<file path="src/azs_pkg.sv">
package azs_pkg;
    // register offsets (byte addresses, one word each)
    localparam logic [7:0] AZS_CTRL_ADDR = 8'h00;
    localparam logic [7:0] AZS_CMD_ADDR = 8'h04;
    localparam logic [7:0] AZS_STATUS_ADDR = 8'h08;
    localparam logic [7:0] AZS_TYPE_QUERY_ADDR = 8'h0c;
    localparam logic [7:0] AZS_ENABLE_QUERY_ADDR = 8'h10;

    // control register fields
    localparam int AZS_CTRL_ENABLE_BIT = 0;
    localparam int AZS_CTRL_TYPE_BIT = 1;
    localparam int AZS_CTRL_CONT_BIT = 2;

    // command register fields, write 1 to act
    localparam int AZS_CMD_ABORT_BIT = 0;
    localparam int AZS_CMD_INIT_BIT = 1;
    localparam int AZS_CMD_PRESET_BIT = 2;
    localparam int AZS_CMD_CLR_REFUSED_BIT = 3;

    // status register fields
    localparam int AZS_STAT_IDLE_BIT = 0;
    localparam int AZS_STAT_BUSY_BIT = 1;
    localparam int AZS_STAT_REFUSED_BIT = 2;
    localparam int AZS_STAT_ZERO_DUE_BIT = 3;

    // reset values
    localparam logic AZS_ENABLE_RST = 1'b1;
    localparam logic AZS_TYPE_RST = 1'b0;
    localparam logic AZS_CONT_RST = 1'b0;

    // zero type encodings
    localparam logic AZS_TYPE_PERIODIC = 1'b0;
    localparam logic AZS_TYPE_EVERY_READING = 1'b1;

    // query answers in ascii
    localparam logic [31:0] AZS_ANS_PERIODIC = 32'h4e4f524d;
    localparam logic [31:0] AZS_ANS_EVERY_READING = 32'h53594e43;
    localparam logic [7:0] AZS_ANS_ON = 8'h31;
    localparam logic [7:0] AZS_ANS_OFF = 8'h30;

    // converter phase codes
    localparam logic [1:0] AZS_PH_SIGNAL = 2'h0;
    localparam logic [1:0] AZS_PH_REFERENCE = 2'h1;
    localparam logic [1:0] AZS_PH_ZERO = 2'h2;

    // timing
    localparam longint AZS_CLK_HZ = 64'd50000000;
    localparam longint AZS_ZERO_PERIOD_MS = 64'd200;
    localparam longint AZS_ZERO_PERIOD_CYC = AZS_CLK_HZ / 64'd1000 * AZS_ZERO_PERIOD_MS;

    typedef enum logic [2:0] {
        AZS_ST_IDLE,
        AZS_ST_SIGNAL,
        AZS_ST_REFERENCE,
        AZS_ST_ZERO,
        AZS_ST_OUTPUT
    } azs_state_t;
endpackage

</file>
<file path="src/azs_tick_if.sv">
interface azs_tick_if;
    logic run;
    logic tick;

    modport ctl (
        output run,
        input tick
    );

    modport gen (
        input run,
        output tick
    );
endinterface
</file>
<file path="src/azs_scheduler.sv">
module azs_scheduler
    import azs_pkg::*;
#(
    parameter int DATA_W = 24,
    parameter int CNT_W = 24,
    parameter logic [CNT_W-1:0] ZERO_PERIOD_CYC = CNT_W'(AZS_ZERO_PERIOD_CYC)
) (
    // clock and reset
    input wire logic ref_clk,
    input wire logic rst,
    // register port
    input wire logic [7:0] addr,
    input wire logic [31:0] wdata,
    input wire logic wr,
    input wire logic rd,
    output logic [31:0] rdata,
    // converter
    output logic conv_start,
    output logic [1:0] conv_phase,
    input wire logic conv_done,
    input wire logic [DATA_W-1:0] conv_data,
    // readings
    output logic reading_valid,
    output logic [DATA_W-1:0] reading_result,
    output logic [DATA_W-1:0] reading_span,
    output logic engine_idle
);
    typedef struct packed {
        azs_state_t state;
        logic busy;
        logic zero_enable_cmd;
        logic zero_type_select_cmd;
        logic continuous_trigger_ctl;
        logic run_once;
        logic zero_due;
        logic refused;
        logic [DATA_W-1:0] sig;
        logic [DATA_W-1:0] refv;
        logic [DATA_W-1:0] zero;
        logic [31:0] rdata;
        logic conv_start;
        logic [1:0] conv_phase;
        logic reading_valid;
        logic [DATA_W-1:0] result;
        logic [DATA_W-1:0] span;
        logic idle;
    } azs_main_state_t;

    azs_main_state_t s_r;
    azs_main_state_t s_nxt;

    azs_tick_if tk ();

    azs_tick_gen #(
        .CNT_W(CNT_W),
        .PERIOD_CYC(ZERO_PERIOD_CYC)
    ) u_tick (
        .ref_clk(ref_clk),
        .rst(rst),
        .tk(tk)
    );

    // timer only runs for the periodic type with zero enabled; it restarts on any change of enable or type
    assign tk.run = s_r.zero_enable_cmd && (s_r.zero_type_select_cmd == AZS_TYPE_PERIODIC);

    always_comb begin
        logic zero_needed;
        zero_needed = 1'b0;
        s_nxt = s_r;
        s_nxt.conv_start = 1'b0;
        s_nxt.reading_valid = 1'b0;
        s_nxt.rdata = '0;

        // conversion sequence
        case (s_r.state)
            AZS_ST_IDLE: begin
                if (s_r.continuous_trigger_ctl || s_r.run_once) begin
                    s_nxt.state = AZS_ST_SIGNAL;
                    s_nxt.run_once = 1'b0;
                end
            end
            AZS_ST_SIGNAL: begin
                if (!s_r.busy) begin
                    s_nxt.conv_start = 1'b1;
                    s_nxt.conv_phase = AZS_PH_SIGNAL;
                    s_nxt.busy = 1'b1;
                end else if (conv_done) begin
                    s_nxt.sig = conv_data;
                    s_nxt.busy = 1'b0;
                    s_nxt.state = AZS_ST_REFERENCE;
                end
            end
            AZS_ST_REFERENCE: begin
                if (!s_r.busy) begin
                    s_nxt.conv_start = 1'b1;
                    s_nxt.conv_phase = AZS_PH_REFERENCE;
                    s_nxt.busy = 1'b1;
                end else if (conv_done) begin
                    s_nxt.refv = conv_data;
                    s_nxt.busy = 1'b0;
                    // periodic type only pays for zero when zero_due is set by the timer, reset, a preset or an enable change
                    zero_needed = s_r.zero_enable_cmd &&
                        (s_r.zero_type_select_cmd == AZS_TYPE_EVERY_READING || s_r.zero_due);
                    if (zero_needed) begin
                        s_nxt.state = AZS_ST_ZERO;
                    end else begin
                        s_nxt.state = AZS_ST_OUTPUT;
                    end
                end
            end
            AZS_ST_ZERO: begin
                if (!s_r.busy) begin
                    s_nxt.conv_start = 1'b1;
                    s_nxt.conv_phase = AZS_PH_ZERO;
                    s_nxt.busy = 1'b1;
                end else if (conv_done) begin
                    s_nxt.zero = conv_data;
                    s_nxt.zero_due = 1'b0;
                    s_nxt.busy = 1'b0;
                    s_nxt.state = AZS_ST_OUTPUT;
                end
            end
            AZS_ST_OUTPUT: begin
                // with zero off the last stored zero is used, so accuracy drifts
                s_nxt.reading_valid = 1'b1;
                s_nxt.result = s_r.sig - s_r.zero;
                s_nxt.span = s_r.refv - s_r.zero;
                if (s_r.continuous_trigger_ctl) begin
                    s_nxt.state = AZS_ST_SIGNAL;
                end else begin
                    s_nxt.state = AZS_ST_IDLE;
                end
            end
            default: begin
                s_nxt.state = AZS_ST_IDLE;
                s_nxt.busy = 1'b0;
            end
        endcase

        // register reads, answered in the next cycle
        if (rd) begin
            case (addr)
                AZS_CTRL_ADDR: begin
                    s_nxt.rdata[AZS_CTRL_ENABLE_BIT] = s_r.zero_enable_cmd;
                    s_nxt.rdata[AZS_CTRL_TYPE_BIT] = s_r.zero_type_select_cmd;
                    s_nxt.rdata[AZS_CTRL_CONT_BIT] = s_r.continuous_trigger_ctl;
                end
                AZS_STATUS_ADDR: begin
                    s_nxt.rdata[AZS_STAT_IDLE_BIT] = s_r.state == AZS_ST_IDLE;
                    s_nxt.rdata[AZS_STAT_BUSY_BIT] = s_r.busy;
                    s_nxt.rdata[AZS_STAT_REFUSED_BIT] = s_r.refused;
                    s_nxt.rdata[AZS_STAT_ZERO_DUE_BIT] = s_r.zero_due;
                end
                AZS_TYPE_QUERY_ADDR: begin
                    if (s_r.zero_type_select_cmd == AZS_TYPE_EVERY_READING) begin
                        s_nxt.rdata = AZS_ANS_EVERY_READING;
                    end else begin
                        s_nxt.rdata = AZS_ANS_PERIODIC;
                    end
                end
                AZS_ENABLE_QUERY_ADDR: begin
                    s_nxt.rdata[7:0] = s_r.zero_enable_cmd ? AZS_ANS_ON : AZS_ANS_OFF;
                end
                default: begin
                    s_nxt.rdata = '0;
                end
            endcase
        end

        // register writes land at once, so a read in the next cycle sees them
        if (wr) begin
            case (addr)
                AZS_CTRL_ADDR: begin
                    s_nxt.zero_type_select_cmd = wdata[AZS_CTRL_TYPE_BIT];
                    s_nxt.continuous_trigger_ctl = wdata[AZS_CTRL_CONT_BIT];
                    if (wdata[AZS_CTRL_ENABLE_BIT] != s_r.zero_enable_cmd) begin
                        if (s_r.state == AZS_ST_IDLE) begin
                            s_nxt.zero_enable_cmd = wdata[AZS_CTRL_ENABLE_BIT];
                            s_nxt.zero_due = 1'b1;
                        end else begin
                            s_nxt.refused = 1'b1;
                        end
                    end
                end
                AZS_CMD_ADDR: begin
                    if (wdata[AZS_CMD_CLR_REFUSED_BIT]) begin
                        s_nxt.refused = 1'b0;
                    end
                    if (wdata[AZS_CMD_PRESET_BIT]) begin
                        s_nxt.zero_type_select_cmd = AZS_TYPE_RST;
                        s_nxt.zero_enable_cmd = AZS_ENABLE_RST;
                        s_nxt.zero_due = 1'b1;
                    end
                    if (wdata[AZS_CMD_ABORT_BIT]) begin
                        s_nxt.busy = 1'b0;
                        s_nxt.run_once = 1'b0;
                        // a start raised in the abort cycle would run the converter while idle
                        s_nxt.conv_start = 1'b0;
                        // abort under continuous triggering restarts the cycle
                        if (s_r.continuous_trigger_ctl) begin
                            s_nxt.state = AZS_ST_SIGNAL;
                        end else begin
                            s_nxt.state = AZS_ST_IDLE;
                        end
                    end else if (wdata[AZS_CMD_INIT_BIT] && s_r.state == AZS_ST_IDLE) begin
                        s_nxt.run_once = 1'b1;
                    end
                end
                default: begin
                end
            endcase
        end

        // set wins over clear: a tick in the zero-capture cycle is kept
        if (tk.tick) begin
            s_nxt.zero_due = 1'b1;
        end
        // a refused change in the clearing cycle stays flagged
        if (wr && addr == AZS_CTRL_ADDR && s_r.state != AZS_ST_IDLE &&
                wdata[AZS_CTRL_ENABLE_BIT] != s_r.zero_enable_cmd) begin
            s_nxt.refused = 1'b1;
        end
        s_nxt.idle = s_nxt.state == AZS_ST_IDLE;
    end

    always_ff @(posedge ref_clk or posedge rst) begin
        if (rst) begin
            s_r <= '0;
            s_r.state <= AZS_ST_IDLE;
            s_r.zero_enable_cmd <= AZS_ENABLE_RST;
            s_r.zero_type_select_cmd <= AZS_TYPE_RST;
            s_r.continuous_trigger_ctl <= AZS_CONT_RST;
            s_r.zero_due <= 1'b1;
            s_r.idle <= 1'b1;
        end else begin
            s_r <= s_nxt;
        end
    end

    assign rdata = s_r.rdata;
    assign conv_start = s_r.conv_start;
    assign conv_phase = s_r.conv_phase;
    assign reading_valid = s_r.reading_valid;
    assign reading_result = s_r.result;
    assign reading_span = s_r.span;
    assign engine_idle = s_r.idle;
endmodule // azs_scheduler

</file>
<file path="src/azs_tick_gen.sv">
module azs_tick_gen
    import azs_pkg::*;
#(
    parameter int CNT_W = 24,
    parameter logic [CNT_W-1:0] PERIOD_CYC = CNT_W'(AZS_ZERO_PERIOD_CYC)
) (
    // clock and reset
    input wire logic ref_clk,
    input wire logic rst,
    // periodic zero timing
    azs_tick_if.gen tk
);
    typedef struct packed {
        logic [CNT_W-1:0] cnt;
        logic tick;
    } azs_tick_state_t;

    azs_tick_state_t s_r;
    azs_tick_state_t s_nxt;

    // counter restarts whenever run drops so the first interval is always whole
    always_comb begin
        s_nxt = s_r;
        s_nxt.tick = 1'b0;
        if (!tk.run) begin
            s_nxt.cnt = '0;
        end else if (s_r.cnt == PERIOD_CYC - CNT_W'(1)) begin
            s_nxt.cnt = '0;
            s_nxt.tick = 1'b1;
        end else begin
            s_nxt.cnt = s_r.cnt + CNT_W'(1);
        end
    end

    always_ff @(posedge ref_clk or posedge rst) begin
        if (rst) begin
            s_r <= '0;
        end else begin
            s_r <= s_nxt;
        end
    end

    assign tk.tick = s_r.tick;
endmodule // azs_tick_gen

</file>
<file path="config.mk">
export PLATFORM = sky130hd
export DESIGN_NAME = azs_scheduler
export DESIGN_NICKNAME = d
export VERILOG_FILES = /design/src/azs_pkg.sv /design/src/azs_tick_if.sv /design/src/azs_scheduler.sv /design/src/azs_tick_gen.sv
export SDC_FILE = /design/constraint.sdc
export NUM_CORES = 1
export LEC_CHECK = 0
export ABC_AREA = 1
export BUFFER_PORTS_ARGS = -buffer_cell sky130_fd_sc_hd__buf_2
export CAP_MARGIN = 30
export CORE_AREA = 2 2 131 164
export CTS_CLUSTER_DIAMETER = 150
export DETAILED_ROUTE_END_ITERATION = 8
export DIE_AREA = 0 0 133 166
export GPL_TIMING_DRIVEN = 0
export PLACE_DENSITY = 0.75
export SETUP_SLACK_MARGIN = 0.15
export SLEW_MARGIN = 10
export SYNTH_ARGS = -nofsm -noshare
export SYNTH_HDL_FRONTEND = slang
export SYNTH_SLANG_ARGS = --single-unit
</file>
<file path="constraint.sdc">
create_clock -name ref_clk -period 14.5 [get_ports ref_clk]
set_clock_uncertainty 0.2 [all_clocks]
set_input_delay 0 -clock ref_clk [delete_from_list [all_inputs] [get_ports ref_clk]]
set_output_delay 0 -clock ref_clk [all_outputs]
set_load 0.05 [all_outputs]
</file>
==> impl_metrics.yaml, run 1 <==
power:
  p_per_area_mw_per_mm2: 222
  p_leak_nw: 7.38
  vdd_drop_max_mv: 0.192
timing:
  slew_headroom_pct: 60.2
  worstMarginPinSlew_ns: 0.596
  drv_slew: 0
  period_needed_ns: 3.61
  rsz0062_at_grt: "false"
  setup_violations: 0
  holdWs_ns: 0.127
  final.setup.tns_ns: 0
  hold_violations: 0
  fmax_mhz: 277
  period_share_pct: 24.9
layout:
  syn_to_final_growth_pct: 19.0
  layout.nets: 1909
  antennaDiodeCount: 0
  layout-drive-gt1-share_pct: 17.0
  final_area_mm2: 0.0132
  final_util_pct: 64.2
clock_network:
  clkTransAtPathRegs_ns: 0.07
  cts_tree: "built"
  cts_resized: 0
  cts_inserted_buffers: 17
  cts_max_level: 4
  cts_sinks: 168
  clk_path_buf_depth: 2
  cts-root-buf: "clkbuf_16"
  clock_latency_ns: 0.43
synth:
  synth_seq_cells: 168
  synth_top_area_share_pct: 37.1
  synth.most_common_cell: "nand2_1"
  async_flop_share_pct: 100
  yosys_warnings: 0
  ys_seq_area_share_pct: 37.9
  syn_area_per_cell_um2: 6.99
  synth_mux_area_share_pct: 0
  synth_edf_count: 0
  synth_common_cells: "nand2_1, inv_1, dfrtp_1, nor2_1, nand3_1"
  ys_top_cells_by_area: "dfrtp_1, nand2_1, inv_1"
  syn_area_mm2: 0.0111
  synth_top_cell_by_area: "dfrtp_1"
  synthCells: 1591
  yosysUniqueCellTypes: 43
  synthSimpleGateAreaFrac_pct: 32.1
  synth-xor-area-share_pct: 2.21
  synth_top_family_by_area: "simple AND/OR/NAND/NOR gates"
  synth_adder_area_share_pct: 5.65
  synth_compound_gate_area_share_pct: 6.48
  synth-main-ff-cell: "dfrtp_1"
drt:
  ant_nets: 0
  drt_wl_total_mm: 29.4
  avgRoutedWirePerCell_um: 14.2
  drcViolationCount: 0
  first_pass_iters: 6
  num_vias: 10368
  vias_per_cell: 4.99
  drtIter0Drc: 608
global_routing:
  grt_max_degree: 109
  grt_pass1_wl_mm: 48.6
  grtUsageTotal_pct: 27.6
  grt_pass1_vias: 10245
  antenna_found_initial: 0
  overflow: 0
status:
  status: "finished clean"
floorplanning:
  ios: 154
  core_mm2: 0.0206
  rows: 59
  dieArea_mm2: 0.0221
  start_util_pct: 54.0
  fp.dieW_um: 133
  die_h_um: 166
placed_design:
  hpwlAfterDp_mm: 22.4
  port_buffers: 117
  gp_congestion: 0.998
  placed_cell_area_mm2: 0.0121
setup_path:
  cp_max_fo: 3
  end_kind: "register"
  r2r_slack_ns: 12.06
  required_ns: 14.66
  critical_path_class: "in -> reg"
  reg2reg_depth: 12
  worst_setup_path_start_kind: "input port"
  worstPathArrival_ns: 3.77
worst_hold_path:
  hold_path_depth: 10
  hold_path_class: "in -> reg"
run:
  max_cap_viol_count: 0
-- power by group --
| part | internal (mW) | leakage, nW | switching, mW | total, mW |
|---|---|---|---|---|
| registers | 0.640 | 2.15 | 0.0982 | 0.738 |
| clock network | 0.248 | 0.274 | 0.193 | 0.440 |
| logic | 0.599 | 4.95 | 1.15 | 1.75 |
-- sequential cells by signal, indices dropped and copies added, names as in the netlist --
register	count
rdata	8
conv_start	1
s_r	82
reading_valid	1
engine_idle	1
u_tick.s_r	24
conv_phase	2
reading_result	24
reading_span	24
u_tick.tk.tick	1
-- cells by family after synthesis --
group	count (synthesis)
AOI/OAI and AO/OA	138
xor gates and xnor gates	28
adders and majority gates	49
buffers and inverters	370
DFF	168
other	1
and+or+nand+nor	837
-- metrics by stage --
step / cells / worst slack [ns] / total power [mW]
final: 2078 / 10.89 / 2.93
after global routing: 2078 / 10.73 / 3.19
after CTS: 2078 / 11.00 / 2.92
after global placement: 1989 / 7.94 / 2.43
after floorplan: 1598 / 9.76 / 2.08
after detailed placement: 1990 / 12.06 / 2.46
-- layout make-up --
cell class,instances,area [µm²]
Clock buffer,23,468
Fill cell,1845,7370
Inverter,262,991
Buffer,108,762
Tap cell,274,343
Timing Repair Buffer,174,1170
Multi-Input combinational cell,1060,5190
Clock inverter,9,93.8
Sequential cell,168,4210
-- routing by layer --
metal  wire (µm)  GRT usage [%]  vias up
li1            -              -     5252
met1       11900           31.9     4727
met2       15200           50.0      315
met3        1290           4.18       74
met4        1130           12.6        0
met5           0              0        -
-- repair_timing --
item / in CTS / in global routing
setup buffers: 0 / 0
hold buffers: 56 / 0
endpoints found under the hold margin: 258 / 0
-- worst max-delay path, cell delays in order --
cell and delay [ns]:
dlygate4sd3_1 0.53, buf_2 0.11, nor2_1 0.09, dlygate4sd3_1 0.57, nand2_1 0.04, dlygate4sd3_1 0.57, inv_2 0.10, nand3_1 0.12
dlygate4sd3_1 0.58, nor2_1 0.16, nand2_1 0.11, nand3_1 0.09, dlygate4sd3_1 0.57, nand2_1 0.06, inv_1 0.05
-- final timing paths --
check,start,end
hold / removal,addr[1],s_r[157]
max in group asynchronous,rst,s_r[115]
min in group asynchronous,rst,u_tick.s_r[17]
hold reg to reg,u_tick.s_r[1],u_tick.s_r[1]
setup / recovery,addr[7],rdata[2]
setup reg to reg,s_r[85],reading_result[16]
-- layout by cell type (no fill, tap or decap), types with 13 or more instances in the layout --
cell,count
a21oi_1,29
buf_2,137
buf_4,84
clkbuf_16,17
dfrtp_1,165
dlygate4sd3_1,56
ha_1,47
inv_1,246
inv_2,15
nand2_1,521
nand3_1,93
nand3b_1,13
nand4_1,24
nor2_1,129
nor3_1,17
o21ai_0,27
o21ai_1,72
xnor2_1,18
No activity file was read; power rests on OpenSTA's default activity.
==> inputs of run 2 (changes only) <==
Settings changed: ABC_AREA 1 to 0, CORE_AREA 2 2 131 164 to 2 2 124 156, DIE_AREA 0 0 133 166 to 0 0 126 158, PLACE_DENSITY 0.75 to 0.76.
Clock period 14.5 ns to 3.4 ns, I/O delays scaled along.
==> impl_metrics.yaml, run 2 <==
layout:
  layout-drive-gt1-share_pct: 28.1
  final_cell_mix: "dfrtp_1, buf_2, nand2_1"
  final.fill_count: 1489
  largest_register_ffs: 82
  antennaDiodeCount: 0
  final_common_cell: "dfrtp_1"
  layout.nets: 1341
  regMostFlops: "s_r"
  final_area_mm2: 0.0122
  final_util_pct: 66.0
  fin_cells: 1468
  syn_to_final_growth_pct: 22.4
floorplanning:
  rows: 56
  core_mm2: 0.0185
  fp.dieW_um: 126
  start_util_pct: 53.9
  die_h_um: 158
  dieArea_mm2: 0.0199
  ios: 154
timing:
  hold_violations: 0
  period_share_pct: 91.4
  fmax_mhz: 322
  setup_violations: 0
  rsz0062_at_grt: "false"
  period_needed_ns: 3.11
  drv_slew: 0
  worstMarginPinSlew_ns: 0.769
  holdWs_ns: 0.0450
  slew_headroom_pct: 48.7
  final.setup.tns_ns: 0
  layout_setup_ws_ns: 0.291
power:
  p_leak_nw: 5.96
  p_per_area_mw_per_mm2: 1020
  power.share.clock_pct: 17.1
  combPwrFrac_pct: 58.0
  p_sw_share_pct: 46.0
  pwr-share-seq_pct: 24.8
  switchingPower_mw: 5.75
  finalPower_mw: 12.5
  vdd_drop_max_mv: 0.401
  internal-power_mw: 6.75
status:
  status: "finished clean"
drt:
  drtIter0Drc: 402
  vias_per_cell: 5.62
  num_vias: 8251
  first_pass_iters: 5
  drt_wl_total_mm: 24.5
  drcViolationCount: 0
  ant_nets: 0
  avgRoutedWirePerCell_um: 16.7
clock_network:
  cts_tree: "built"
  clkTransAtPathRegs_ns: 0.06
  cts-root-buf: "clkbuf_16"
  clock_latency_ns: 0.44
  cts_max_level: 4
  clk_path_buf_depth: 2
  cts_inserted_buffers: 17
  cts_sinks: 168
synth:
  syn_area_per_cell_um2: 9.81
  syn_area_mm2: 0.00998
  synth-main-ff-cell: "dfrtp_1"
  yosysUniqueCellTypes: 78
  synth_seq_cells: 168
  synth_common_cells: "dfrtp_1, nand2_1, buf_4, mux2_2, nor2_1"
  synthCells: 1017
  synth.most_common_cell: "dfrtp_1"
  synth_top_cell_by_area: "dfrtp_1"
  yosys_warnings: 0
  synth_top_area_share_pct: 41.4
  synth_edf_count: 0
  async_flop_share_pct: 100
  ys_seq_area_share_pct: 42.2
  ys_top_cells_by_area: "dfrtp_1, mux2_2, buf_4"
setup_path:
  worstPathArrival_ns: 3.27
  cp_max_fo: 4
  required_ns: 3.56
  worst_setup_path_start_kind: "input port"
  critical_path_class: "in -> reg"
  end_kind: "register"
global_routing:
  grtUsageMet2_pct: 44.2
  grt_max_degree: 41
  use_met1_pct: 29.8
  antenna_found_initial: 0
  overflow: 0
  grt.busiest_layer: "met2"
  grt_pass1_vias: 7989
  grt_use_met3_pct: 3.95
  grt_pass1_wl_mm: 39.2
  grtUsageTotal_pct: 24.7
placed_design:
  placed_cell_area_mm2: 0.0110
  dp_cells: 1378
  pre_cts_ws_ns: 0.505
  gp_congestion: 0.931
  port_buffers: 117
  hpwlAfterDp_mm: 17.8
worst_hold_path:
  hold_path_class: "in -> reg"
run:
  max_cap_viol_count: 0
[run 2: changes by cell type in the layout (fill, tap and decap cells not counted), sizes merged, moves of 10 or more]
cell,delta
a21oi,+14
nand3,-71
inv,-211
clkbuf,+24
mux2,+72
nand2,-427
o21a,+10
xor2,+18
a21o,+22
o21ai,-37
nor2,-78
nand3b,-13
and3,+11
[run 2: timing repair]
action / 4_1_cts / 5_1_grt
resized for setup: 0 / 1
setup endpoints to repair: 0 / 1
setup buffers: 0 / 2
hold buffers: 55 / 0
hold endpoints to repair: 203 / 0
[run 2: logic make-up (layout without fill, tap and decap cells)]
logic type | Yosys count | count (layout) | synth area share, %
xor+xnor | 45 | 45 | 3.95
other cells | 1 | 8 | 0.0376
compound gates | 216 | 216 | 14.2
fa+ha+maj | 49 | 49 | 6.30
flops | 168 | 168 | 42.2
mux | 77 | 77 | 8.67
buf+inv | 170 | 382 | 10.1
simple gates | 291 | 291 | 14.6
[run 2: critical path, cell delays in order]
cell	delay [ns]
dlygate4sd3_1	0.57
buf_2	0.14
or4_4	0.55
nor4_4	0.23
o211ai_1	0.20
a2111oi_1	0.37
dlygate4sd3_1	0.61
nor2_1	0.05
dlygate4sd3_1	0.55
[run 2: path summary, 6_finish.rpt]
kind                               start          endpoint  slack [ns]  cells after the start
max                              addr[4]          s_r[162]        0.29                      9
min                              addr[5]          rdata[2]        0.05                      5
max reg2reg                      s_r[85]  reading_span[22]        0.42                      9
min reg2reg                u_tick.s_r[1]     u_tick.s_r[1]        0.25                      1
max in group asynchronous            rst          s_r[155]        1.31                      8
min in group asynchronous            rst           s_r[86]        0.51                      4
[run 2: power groups by stage]
stage                     Clock (mW)  Sequential (mW)  Combinational [mW]
after floorplan                    0             3.01                5.61
after detailed placement           0             3.13                7.07
after CTS                       2.16             3.10                7.17
final                           2.14             3.10                7.26
after global routing            2.25             3.17                7.87
after global placement             0             3.11                6.92
[run 2: layout make-up]
| class | instances | area [µm²] | share of cell area, % |
|---|---|---|---|
| buffer | 122 | 825 | 6.75 |
| clock buffer | 19 | 443 | 3.63 |
| clock inverter | 13 | 208 | 1.70 |
| inverter | 48 | 184 | 1.51 |
| multi-input combinational | 686 | 4790 | 39.2 |
| sequential | 168 | 4210 | 34.4 |
| tap | 232 | 290 | 2.38 |
| timing repair buffer | 180 | 1270 | 10.4 |
[run 2: routing by layer]
metal	up-vias	wire (µm)
li1	3939	-
met1	3985	10200
met2	277	12400
met3	50	1230
met4	0	739
met5	-	0
